**src/rtl/uart_cs_defines.svh**
```systemverilog
`ifndef UART_CS_DEFINES_SVH
`define UART_CS_DEFINES_SVH
// register addresses and page
`define SCS_ADDR 8'h98
`define SDB_ADDR 8'h99
`define SFR_PAGE0 4'h0
// control/status field positions
`define B_MODE 7
`define B_ONE 6
`define B_MCE 5
`define B_REN 4
`define B_TB8 3
`define B_RB8 2
`define B_TI 1
`define B_RI 0
`define SCS_RESET 8'h40
// fifo geometry
`define TXF_W 8
`define TXF_D 8
`endif

```
**src/rtl/uart_cs_pkg.sv**
```systemverilog
package uart_cs_pkg;
    // serial frame states, one-hot
    typedef enum logic [4:0] {
        S_IDLE = 5'b0_0001,
        S_START = 5'b0_0010,
        S_DATA = 5'b0_0100,
        S_NINTH = 5'b0_1000,
        S_STOP = 5'b1_0000
    } frame_st_t;
endpackage : uart_cs_pkg

```
**src/rtl/uart_control_status.sv**
```systemverilog
//
// Summary of operation
// - mode bit 7 selects 8 or 9-bit frames
// - bit 6 reads one, writes ignored
// - 8-bit filter: receive needs stop bit one
// - 9-bit filter: receive needs ninth bit one
// - reception starts only while receive enable set
// - 9-bit mode sends tx ninth bit field
// - rx ninth bit gets stop or ninth
// - tx done set at stop bit start
// - rx done set at stop sampling
// - interrupt request when enabled and flag set
// - flags cleared only by software writes
// - control register bit-addressable at 0x98 page 0
// - 8-bit frame: start, 8 data lsb-first, stop
// - 9-bit frame adds ninth bit before stop
// - load only when rx done clear, filter passes
// - data write starts transmit, read gives latch
`timescale 1ns/1ps
`include "uart_cs_defines.svh"

// ----------------------------------------
// transmit fifo
// ----------------------------------------
module tx_fifo #(
    parameter int W = 8,
    parameter int D = 8
) (
    input wire logic clk,
    input wire logic rst,
    input wire logic in_valid,
    output logic in_ready,
    input wire logic [W-1:0] in_data,
    output logic out_valid,
    input wire logic out_ready,
    output logic [W-1:0] out_data
);
    localparam int AW = $clog2(D);
    logic [W-1:0] mem [D];  // storage
    logic [AW-1:0] wp_r, rp_r;  // pointers
    logic [AW:0] cnt_r;  // fill level
    logic push, pop;
    assign push = in_valid && in_ready;
    assign pop = out_valid && out_ready;
    assign in_ready = (cnt_r != (AW+1)'(D));
    assign out_valid = (cnt_r != '0);
    assign out_data = mem[rp_r];
    // write side
    always_ff @(posedge clk) begin
        if (push) begin
            mem[wp_r] <= in_data;
        end
    end
    // pointers and level
    always_ff @(posedge clk) begin
        if (rst) begin
            wp_r <= '0;
            rp_r <= '0;
            cnt_r <= '0;
        end else begin
            if (push) wp_r <= wp_r + 1'b1;
            if (pop) rp_r <= rp_r + 1'b1;
            cnt_r <= cnt_r + (AW+1)'(push) - (AW+1)'(pop);
        end
    end
endmodule : tx_fifo

// ----------------------------------------
// control, status and serial engines
// ----------------------------------------
module uart_control_status (
    input wire logic clk,
    input wire logic rst,
    input wire logic [7:0] sfr_addr,
    input wire logic [3:0] sfr_page,
    input wire logic sfr_wr,
    input wire logic sfr_bit_wr,
    input wire logic [2:0] sfr_bit_sel,
    input wire logic sfr_bit_val,
    input wire logic [7:0] sfr_wdata,
    input wire logic sfr_rd,
    output logic [7:0] sfr_rdata,
    input wire logic serial_irq_enable,
    output logic irq_req,
    output logic tx_buffer_ready,
    input wire logic baud_tick,
    input wire logic rxd,
    output logic txd
);
    import uart_cs_pkg::*;
    // control fields
    logic mode_r, mce_r, ren_r, tb8_r, rb8_r, ti_r, ri_r;
    logic [7:0] rx_latch_r;  // receive latch
    logic [7:0] rdata_r;
    logic irq_r, txd_r, txrdy_r;
    logic scs_sel, sdb_sel, byte_wr;
    logic [7:0] ctl_nxt;  // merged write image
    logic [7:0] ctl_now;  // current image
    // ----------------------------------------
    // register access
    // ----------------------------------------
    assign scs_sel = (sfr_page == `SFR_PAGE0) && (sfr_addr == `SCS_ADDR);
    assign sdb_sel = (sfr_page == `SFR_PAGE0) && (sfr_addr == `SDB_ADDR);
    assign byte_wr = sfr_wr && scs_sel;
    assign ctl_now = {mode_r, 1'b1, mce_r, ren_r, tb8_r, rb8_r, ti_r, ri_r};
    // byte write or single-bit write image
    always_comb begin
        ctl_nxt = ctl_now;
        if (byte_wr) begin
            ctl_nxt = sfr_wdata;
        end else if (sfr_bit_wr && scs_sel) begin
            ctl_nxt[sfr_bit_sel] = sfr_bit_val;
        end
    end
    // software-owned fields
    always_ff @(posedge clk) begin
        if (rst) begin
            mode_r <= 1'b0;
            mce_r <= 1'b0;
            ren_r <= 1'b0;
            tb8_r <= 1'b0;
        end else begin
            mode_r <= ctl_nxt[`B_MODE];
            mce_r <= ctl_nxt[`B_MCE];
            ren_r <= ctl_nxt[`B_REN];
            tb8_r <= ctl_nxt[`B_TB8];
        end
    end
    // read mux, registered
    always_ff @(posedge clk) begin
        if (rst) begin
            rdata_r <= 8'h00;
        end else if (sfr_rd) begin
            if (scs_sel) begin
                rdata_r <= ctl_now;
            end else if (sdb_sel) begin
                rdata_r <= rx_latch_r;
            end else begin
                rdata_r <= 8'h00;  // unmapped
            end
        end
    end
    assign sfr_rdata = rdata_r;
    // ----------------------------------------
    // transmit path
    // ----------------------------------------
    logic f_valid, f_ready, f_in_ready;
    logic [7:0] f_data;
    frame_st_t tx_st_r;
    logic tx_ph_r;  // half-bit phase
    logic [2:0] tx_cnt_r;
    logic [7:0] tx_sh_r;  // shift register
    logic tx_edge, tx_set;
    tx_fifo #(.W(`TXF_W), .D(`TXF_D)) u_fifo (
        .clk(clk),
        .rst(rst),
        .in_valid(sfr_wr && sdb_sel),
        .in_ready(f_in_ready),
        .in_data(sfr_wdata),
        .out_valid(f_valid),
        .out_ready(f_ready),
        .out_data(f_data)
    );
    assign f_ready = (tx_st_r == S_IDLE) && baud_tick;  // start on a tick: full start bit
    assign tx_edge = baud_tick && tx_ph_r;
    assign tx_set = tx_edge && (tx_st_r == S_DATA) && (tx_cnt_r == 3'd7) && !mode_r
        || tx_edge && (tx_st_r == S_NINTH);
    // half-bit phase from ticks
    always_ff @(posedge clk) begin
        if (rst || tx_st_r == S_IDLE) begin
            tx_ph_r <= 1'b0;
        end else if (baud_tick) begin
            tx_ph_r <= !tx_ph_r;
        end
    end
    // frame sequencer
    always_ff @(posedge clk) begin
        if (rst) begin
            tx_st_r <= S_IDLE;
            tx_cnt_r <= 3'd0;
            tx_sh_r <= 8'h00;
            txd_r <= 1'b1;
        end else begin
            case (tx_st_r)
                S_IDLE: begin
                    txd_r <= 1'b1;
                    if (f_valid && f_ready) begin
                        tx_sh_r <= f_data;
                        txd_r <= 1'b0;
                        tx_st_r <= S_START;
                    end
                end
                S_START: begin
                    if (tx_edge) begin
                        txd_r <= tx_sh_r[0];
                        tx_sh_r <= tx_sh_r >> 1;
                        tx_cnt_r <= 3'd0;
                        tx_st_r <= S_DATA;
                    end
                end
                S_DATA: begin
                    if (tx_edge) begin
                        if (tx_cnt_r != 3'd7) begin
                            txd_r <= tx_sh_r[0];
                            tx_sh_r <= tx_sh_r >> 1;
                            tx_cnt_r <= tx_cnt_r + 3'd1;
                        end else if (mode_r) begin
                            txd_r <= tb8_r;
                            tx_st_r <= S_NINTH;
                        end else begin
                            txd_r <= 1'b1;
                            tx_st_r <= S_STOP;
                        end
                    end
                end
                S_NINTH: begin
                    if (tx_edge) begin
                        txd_r <= 1'b1;
                        tx_st_r <= S_STOP;
                    end
                end
                default: begin
                    if (tx_edge) begin
                        tx_st_r <= S_IDLE;
                    end
                end
            endcase
        end
    end
    // ----------------------------------------
    // receive path
    // ----------------------------------------
    frame_st_t rx_st_r;
    logic rx_ph_r, rx_prev_r, rx_samp;
    logic [2:0] rx_cnt_r;
    logic [7:0] rx_sh_r;
    logic rx_nin_r, rx_take, rx_pass;
    assign rx_samp = baud_tick && !rx_ph_r;  // mid-bit point
    assign rx_pass = !ri_r && (!mce_r || (mode_r ? rx_nin_r : rxd));
    assign rx_take = rx_samp && (rx_st_r == S_STOP) && rx_pass;
    // line history
    always_ff @(posedge clk) begin
        if (rst) begin
            rx_prev_r <= 1'b1;
        end else begin
            rx_prev_r <= rxd;
        end
    end
    // phase restarts on start edge
    always_ff @(posedge clk) begin
        if (rst || rx_st_r == S_IDLE) begin
            rx_ph_r <= 1'b0;
        end else if (baud_tick) begin
            rx_ph_r <= !rx_ph_r;
        end
    end
    // receive sequencer
    always_ff @(posedge clk) begin
        if (rst) begin
            rx_st_r <= S_IDLE;
            rx_cnt_r <= 3'd0;
            rx_sh_r <= 8'h00;
            rx_nin_r <= 1'b0;
        end else begin
            case (rx_st_r)
                S_IDLE: begin
                    if (ren_r && rx_prev_r && !rxd) begin
                        rx_st_r <= S_START;
                    end
                end
                S_START: begin
                    if (rx_samp) begin
                        rx_cnt_r <= 3'd0;
                        rx_st_r <= rxd ? S_IDLE : S_DATA;  // false start
                    end
                end
                S_DATA: begin
                    if (rx_samp) begin
                        rx_sh_r <= {rxd, rx_sh_r[7:1]};
                        rx_cnt_r <= rx_cnt_r + 3'd1;
                        if (rx_cnt_r == 3'd7) begin
                            rx_st_r <= mode_r ? S_NINTH : S_STOP;
                        end
                    end
                end
                S_NINTH: begin
                    if (rx_samp) begin
                        rx_nin_r <= rxd;
                        rx_st_r <= S_STOP;
                    end
                end
                default: begin
                    if (rx_samp) begin
                        rx_st_r <= S_IDLE;
                    end
                end
            endcase
        end
    end
    // receive latch and ninth bit
    always_ff @(posedge clk) begin
        if (rst) begin
            rx_latch_r <= 8'h00;
            rb8_r <= 1'b0;
        end else if (rx_take) begin
            rx_latch_r <= rx_sh_r;
            rb8_r <= mode_r ? rx_nin_r : rxd;
        end else begin
            rb8_r <= ctl_nxt[`B_RB8];
        end
    end
    // ----------------------------------------
    // flags and interrupt request
    // ----------------------------------------
    always_ff @(posedge clk) begin
        if (rst) begin
            ti_r <= 1'b0;
            ri_r <= 1'b0;
        end else begin
            ti_r <= tx_set | ctl_nxt[`B_TI];
            ri_r <= rx_take | ctl_nxt[`B_RI];
        end
    end
    // registered outputs
    always_ff @(posedge clk) begin
        if (rst) begin
            irq_r <= 1'b0;
            txrdy_r <= 1'b0;
        end else begin
            irq_r <= serial_irq_enable && (ti_r || ri_r);
            txrdy_r <= f_in_ready;
        end
    end
    assign irq_req = irq_r;
    assign txd = txd_r;
    assign tx_buffer_ready = txrdy_r;
    // ----------------------------------------
    // checks
    // ----------------------------------------
    AST_RI_FILTER: assert property (@(posedge clk) disable iff (rst)
        rx_samp && rx_st_r == S_STOP && mce_r && !mode_r && !rxd |=> !$rose(ri_r))
        else $error("ri set on bad stop bit");
    AST_RI_NINTH: assert property (@(posedge clk) disable iff (rst)
        rx_samp && rx_st_r == S_STOP && mce_r && mode_r && !rx_nin_r |=> $stable(rx_latch_r))
        else $error("latch loaded on data byte");
    AST_REN: assert property (@(posedge clk) disable iff (rst)
        rx_st_r == S_IDLE && !ren_r |=> rx_st_r == S_IDLE)
        else $error("receive while disabled");
    AST_ONE: assert property (@(posedge clk) disable iff (rst)
        sfr_rd && scs_sel |=> sfr_rdata[`B_ONE])
        else $error("bit 6 not one");
    AST_TI_SET: assert property (@(posedge clk) disable iff (rst)
        tx_set |=> ti_r)
        else $error("tx done not set");
    AST_RI_SET: assert property (@(posedge clk) disable iff (rst)
        rx_take |=> ri_r && rx_latch_r == $past(rx_sh_r))
        else $error("rx done not set");
    AST_HOLD: assert property (@(posedge clk) disable iff (rst)
        ri_r && !byte_wr && !sfr_bit_wr |=> ri_r)
        else $error("rx done cleared by hardware");
    AST_IRQ: assert property (@(posedge clk) disable iff (rst)
        serial_irq_enable && ti_r |=> irq_req)
        else $error("no interrupt request");
    AST_STOP_LVL: assert property (@(posedge clk) disable iff (rst)
        tx_st_r == S_STOP |-> txd)
        else $error("stop bit low");
    COV_TX: cover property (@(posedge clk) tx_set);
    COV_RX: cover property (@(posedge clk) rx_take && mode_r);
    COV_FULL: cover property (@(posedge clk) !f_in_ready);
endmodule : uart_control_status

```
**config.mk**
```make
export PLATFORM = sky130hd
export DESIGN_NAME = uart_control_status
export DESIGN_NICKNAME = d
export VERILOG_FILES = /design/src/rtl/uart_cs_pkg.sv /design/src/rtl/uart_control_status.sv
export VERILOG_INCLUDE_DIRS = /design/src /design/src/rtl
export SDC_FILE = /design/constraint.sdc
export NUM_CORES = 1
export LEC_CHECK = 0
export BUFFER_PORTS_ARGS = -buffer_cell sky130_fd_sc_hd__buf_2
export CELL_PAD_IN_SITES_DETAIL_PLACEMENT = 2
export CELL_PAD_IN_SITES_GLOBAL_PLACEMENT = 2
export CORE_AREA = 2 2 122 124
export CTS_BUF_LIST = sky130_fd_sc_hd__clkbuf_8 sky130_fd_sc_hd__clkbuf_16
export CTS_CLUSTER_SIZE = 8
export DETAILED_ROUTE_END_ITERATION = 12
export DIE_AREA = 0 0 124 126
export PLACE_DENSITY_LB_ADDON = 0.2
export SYNTH_ARGS = -nofsm -noshare
export SYNTH_HDL_FRONTEND = slang
export SYNTH_SLANG_ARGS = --single-unit
```
**constraint.sdc**
```tcl
create_clock -name clk -period 5.3 [get_ports clk]
set_input_delay 1.325 -clock clk [delete_from_list [all_inputs] [get_ports clk]]
set_output_delay 1.325 -clock clk [all_outputs]
set_load 0.005 [all_outputs]
```
== Word level (Yosys, flattened, before mapping) ==
Memories as Yosys holds them, arrays and structs flattened. A register that Yosys moved wholly into a read port is not among the register bits.
Index checks and enable logic that the tools add are counted.

* Word-level logic and storage cells: 160
* RAM bits: 64
* Output and inout port bits: 11
* Memories kept: 1
* Bits in registers: 72
* Input bits: 32

{| class="wikitable"
|+ Memories
! memory !! depth !! width !! rd ports !! clocked after memory_dff !! wr ports !! RTL line !! source
|-
| u_fifo.mem || 8 || 8 || 1 || 1 || 1 || uart_control_status.sv:39 || <nowiki>logic [W-1:0] mem [D];</nowiki>
|}

* Reduce and logical (&&, ||, !) cells: 50
* Add/sub/neg operators: 6
* Magnitude comparators: 2
* Bitwise logic cells: 2
* Multiplexer cells: 48
* Equal/unequal tests: 26

{| class="wikitable"
|+ Operators by type and width
! operator !! number
|-
| $mux 5 || 13
|-
| $mux 8 || 8
|-
| $pmux 5 s4 || 2
|-
| $mux 3 || 8
|-
| $pmux 8 s3 || 1
|-
| $logic_and 1x1->1 || 21
|-
| $eq 8x8->1 const B || 2
|-
| $ne 2x2->1 const B || 8
|-
| $add 3x1->3 const B || 4
|-
| $pmux 3 s2 || 2
|-
| $reduce_and 6->1 || 2
|-
| $mux 1 || 11
|-
| $eq 5x1->1 const B || 2
|-
| $eq 5x2->1 const B || 2
|-
| $eq 5x3->1 const B || 2
|-
| $eq 5x4->1 const B || 2
|-
| $reduce_bool 2->1 || 5
|-
| $bwmux 8 || 1
|-
| $reduce_and 4->1 || 2
|-
| $reduce_bool 4->1 || 2
|-
| $eq 3x3->1 const B || 2
|-
| $logic_not 1->1 || 6
|-
| $ne 2x1->1 const B || 3
|-
| $reduce_bool 3->1 || 2
|-
| other kinds (15) || 21
|}

== Logic depth before layout (Yosys ltp) ==
* Depth after elaboration: 8
* Mapped depth: 12
* Mapped depth without buffers: 12

== Modules after synthesis ==
A second synthesis with hierarchy kept.

* Cells, all modules: 518
* Area, all modules: 6284.8 µm²

{| class="wikitable"
|+ By module, submodules not included
! module !! instances !! area an instance (µm²) !! cells each !! seq. area each (µm²)
|-
| tx_fifo || 1 || 3189.3 || 173 || 2182.1
|-
| uart_control_status || 1 || 3095.5 || 345 || 1241.2
|}

== Least setup slack after synthesis ==
OpenSTA, ideal clock, no wires.

* Kind: in2reg
* Start: in sfr_addr[1]
* End: mem u_fifo.mem[0][0] (enable)
* Buffers on the path: 1
* Cell stages on the path: 6
* Data arrival time: 2.901 ns
* Slack: 2.016 ns
* Data required time: 4.917 ns
* Setup time: 0.383 ns
* Cell sequence: nor4bb_1 clkbuf_1 nand4_1 inv_1 nand2b_1 nor3_1

* Longest elaborated chain between the ends: 6

{| class="wikitable"
|+ RTL lines
! what !! RTL line !! source
|-
| start: declaration || uart_control_status.sv:74 || <nowiki>input wire logic [7:0] sfr_addr,</nowiki>
|-
| $eq 8x8->1 (no line) || - ||
|-
| $logic_and 1x1->1 || uart_control_status.sv:103 || <nowiki>assign sdb_sel = (sfr_page == `SFR_PAGE0) && (sfr_addr == `SDB_ADDR);</nowiki>
|-
| $logic_and 1x1->1 || uart_control_status.sv:157 || <nowiki>.in_valid(sfr_wr && sdb_sel),</nowiki>
|-
| $logic_and 1x1->1 || uart_control_status.sv:43 || <nowiki>assign push = in_valid && in_ready;</nowiki>
|-
| named net u_fifo.push || uart_control_status.sv:42 || <nowiki>logic push, pop;</nowiki>
|-
| $mux 1 || uart_control_status.sv:50 || <nowiki>if (push) begin</nowiki>
|-
| $mux 1 (implied by the code) || uart_control_status.sv:51 || <nowiki>mem[wp_r] <= in_data;</nowiki>
|-
| end: declaration || uart_control_status.sv:39 ||
|}

The timed path passes the listed nets, and every way through them passes these cells.

== Final worst setup path ==
* Start: in sfr_page[3]
* End: mem u_fifo.mem[0][1] (enable)

* Longest elaborated chain between the ends: 6

{| class="wikitable"
|+ RTL lines
! what !! RTL line !! source
|-
| start: declaration || uart_control_status.sv:75 || <nowiki>input wire logic [3:0] sfr_page,</nowiki>
|-
| $logic_not 4->1 (no line) || - ||
|-
| $logic_and 1x1->1 || uart_control_status.sv:103 ||
|-
| $logic_and 1x1->1 || uart_control_status.sv:157 ||
|-
| $logic_and 1x1->1 || uart_control_status.sv:43 ||
|-
| named net u_fifo.push || uart_control_status.sv:42 ||
|-
| $mux 1 || uart_control_status.sv:50 ||
|-
| $mux 1 (implied by the code) || uart_control_status.sv:51 ||
|}

The timed path passes the listed nets, and every way through them passes these cells.

==> impl_metrics.yaml <==
run_status:
  outcome: "complete, no violations"
clock_tree:
  cts_resized: 0
  postCtsSetupBuffers: 0
  postCtsHoldBufs: 0
  cts.sinks: 139
  clock_path_buffers: 2
  clk_pin_slew_ns: 0.06
  cts_root_buffer: "clkbuf_16"
  clock_latency_ns: 0.43
  cts_tree: "yes"
  htreeDepth: 4
  numCtsBuffers: 17
synthesis:
  syn_area_um2: 6090
  synth-seq-cells: 139
  syn_inst: 554
  synth_edf_count: 64
  synth_area_leaders: "edfxtp_1 32%, dfxtp_1 25%, mux2i_1 7.6%, nor2_1 4.5%, a22oi_1 3.0%"
  ys.flop_type: "dfxtp_1"
  synth-async-reset-ratio: 0
  yosys_warnings: 0
  synth_fp_nets: 598
  yosysTopAreaCellShare: 0.316
  syn_avg_cell_area_um2: 11.0
  yosysTopAreaCell: "edfxtp_1"
  synth_cell_types: 60
  yosysSeqAreaShare: 0.562
global_routing:
  grt_pass1_wl_um: 29800
  track_usage: 0.263
  grt_overflow: 0
  grt_pass1_vias: 5144
  grt_max_degree: 61
  antenna_found_initial: 0
final_layout:
  drive_gt1_frac: 0.159
  diodes: 0
  syn_to_final_growth_pct: 14.5
  nets: 633
  final_cell_mix: "74 x dfxtp_1, 73 x nor2_1, 64 x edfxtp_1"
  final_common_cell: "dfxtp_1"
critical_path:
  slowest_delay_ns: 0.69
  r2r_start: "tx_st_r[0]"
  cp_cell_sequence: "buf_2, nor4_1, and2_1, nand4_1, inv_1, nand2b_1, nor3_1, clkbuf_2"
  reg2reg_slack_ns: 2.18
  crit_slowest_cell: "nor3_1"
  rr_worst_depth: 10
  timing.rr.end: "u_fifo.cnt_r[2]"
  start_kind: "input pin"
  crit_fanout: 5
  crit_type: "input pin to flip-flop"
  endpoint_kind: "flip-flop"
  critical_path_required_ns: 5.43
  cp_data_arrival_time_ns: 3.73
power_and_ir_drop:
  p_comb_frac: 0.171
  p_sw_mw: 0.884
  p_seq_frac: 0.428
  power_leakage_nw: 2.40
  irDropWorstVdd_uv: 219
  p_int_mw: 2.09
  swShare: 0.298
  power_density_nw_per_um2: 426
  pwr-share-clk: 0.400
  power_mw: 2.97
timing:
  setup_viol: 0
  slew_violations: 0
  worst_pin_slew_ns: 1.11
  rsz0062_at_grt: "false"
  fin_crit_sh: 0.678
  fin_setup_tns_ns: 0
  fin_skew_ns: 0.00981
  hold_viol_final: 0
  slew_headroom: 0.254
  fmax_mhz: 278
  min_period_ns: 3.60
detailed_routing:
  avgRoutedWirePerCell_um: 24.3
  routed-wl-met3_um: 1180
  wl_met1_um: 7930
  top_layer_used: "met4"
  via_per_inst: 5.82
  drc: 0
  ant_nets: 0
  finalWirelength_um: 19100
  drt_pass1_iterations: 5
  vias: 4577
  drtIter0Drc: 280
  wl_met2_um: 9400
job:
  cap_violations: 0
floorplan:
  die_area_um2: 15600
  fp-row-count: 44
  start_util: 0.425
  die_x_um: 124
  ioPinCount: 43
  die-height_um: 126
  core-area_um2: 14300
hold_path:
  min_path_cells: 2
  hold_path.class: "flip-flop to flip-flop"
  worstHoldEndpoint: "tx_cnt_r[2]"
  hold_start: "tx_cnt_r[2]"
placed_design:
  io_buffers: 42
  hpwl_um: 12400
  place_congestion: 0.808
worst max-delay path by stage:
stage                           start          endpoint  slack [ns]  cells past startpoint
after CTS                 sfr_page[3]  u_fifo.mem[0][0]        1.52                      7
final                     sfr_page[3]  u_fifo.mem[0][1]        1.70                      8
after global routing      sfr_page[3]  u_fifo.mem[1][1]        1.46                      7
after floorplan           sfr_addr[1]  u_fifo.mem[0][0]        2.02                      6
after detailed placement  sfr_page[3]  u_fifo.mem[0][0]        1.27                      7
after global placement    sfr_addr[5]  u_fifo.mem[1][4]        1.57                      7
flip-flops by register name, summed over array words and instances, names as in the netlist, 3 cells and up, named ones only:
name,flops
u_fifo.mem,64
rx_latch_r,8
rx_sh_r,8
sfr_rdata,8
tx_sh_r,8
rx_st_r,5
tx_st_r,5
u_fifo.cnt_r,4
rx_cnt_r,3
tx_cnt_r,3
u_fifo.rp_r,3
u_fifo.wp_r,3
per-stage QoR:
stage	instance area (um^2)	std cells	hold slack, ns	worst slack [ns]	utilization
after floorplan	6090	554	0.436	2.02	-
after global placement	6390	753	0.443	1.57	0.447
after detailed placement	6390	753	0.470	1.27	0.447
after CTS	6970	785	0.478	1.52	0.487
after global routing	6970	786	0.503	1.46	0.487
final	6970	786	0.468	1.70	0.487
critical path: cells and delay by family:
family / cells / cell delay, ns
AND/OR/NAND/NOR: 5 / 1.74
buffers and inverters: 3 / 0.66
cell usage after synthesis, types with 3 or more instances:
master     number
nand2_1        45
o21ai_0        10
a21oi_1        26
clkbuf_1       12
buf_4           6
xnor2_1         5
mux2i_1        46
nor3_1         12
o21a_1          3
a221oi_1        6
o31a_1          3
or3b_2          3
and2_1          4
nor3b_1         3
nand3b_1        6
xor2_1          4
nor2b_1         5
edfxtp_1       64
inv_1          13
nor4_1          4
a31oi_1         7
nor2_1         73
ha_1           11
nand3_1         8
or2_2           4
o22ai_1         3
a211oi_1        7
nand2b_1       10
buf_2          10
a2bb2oi_1       8
a22oi_1        24
dfxtp_1        75
per-layer routing:
metal | track usage | up-vias
li1 | - | 2096
met1 | 0.325 | 2298
met2 | 0.426 | 137
met3 | 0.0784 | 46
met4 | 0.111 | 0
met5 | 0 | -
logic make-up after synthesis:
logic type	share of synthesized area
buf+inv	0.0329
xor+xnor	0.0129
compound gates	0.132
flops	0.562
simple gates	0.153
fa+ha+maj	0.0259
mux	0.0812
power groups by stage:
stage          registers, mW  logic (mW)  clock network (mW)
6_report                1.27       0.508                1.19
3_5_place_dp            1.29       0.480                   0
3_3_place_gp            1.29       0.450                   0
5_1_grt                 1.28       0.562                1.24
4_1_cts                 1.27       0.513                1.20
2_1_floorplan           1.23       0.392                   0
cell type report:
| cell class | count | area, um^2 |
|---|---|---|
| multi-input cells | 373 | 2460 |
| clock inverters | 15 | 148 |
| well taps | 184 | 230 |
| inverters | 13 | 48.8 |
| flip-flops and latches | 139 | 3420 |
| clock buffers | 17 | 425 |
| repair buffers | 45 | 230 |
| fillers | 1465 | 7340 |
(Power assumes the default switching activity.)
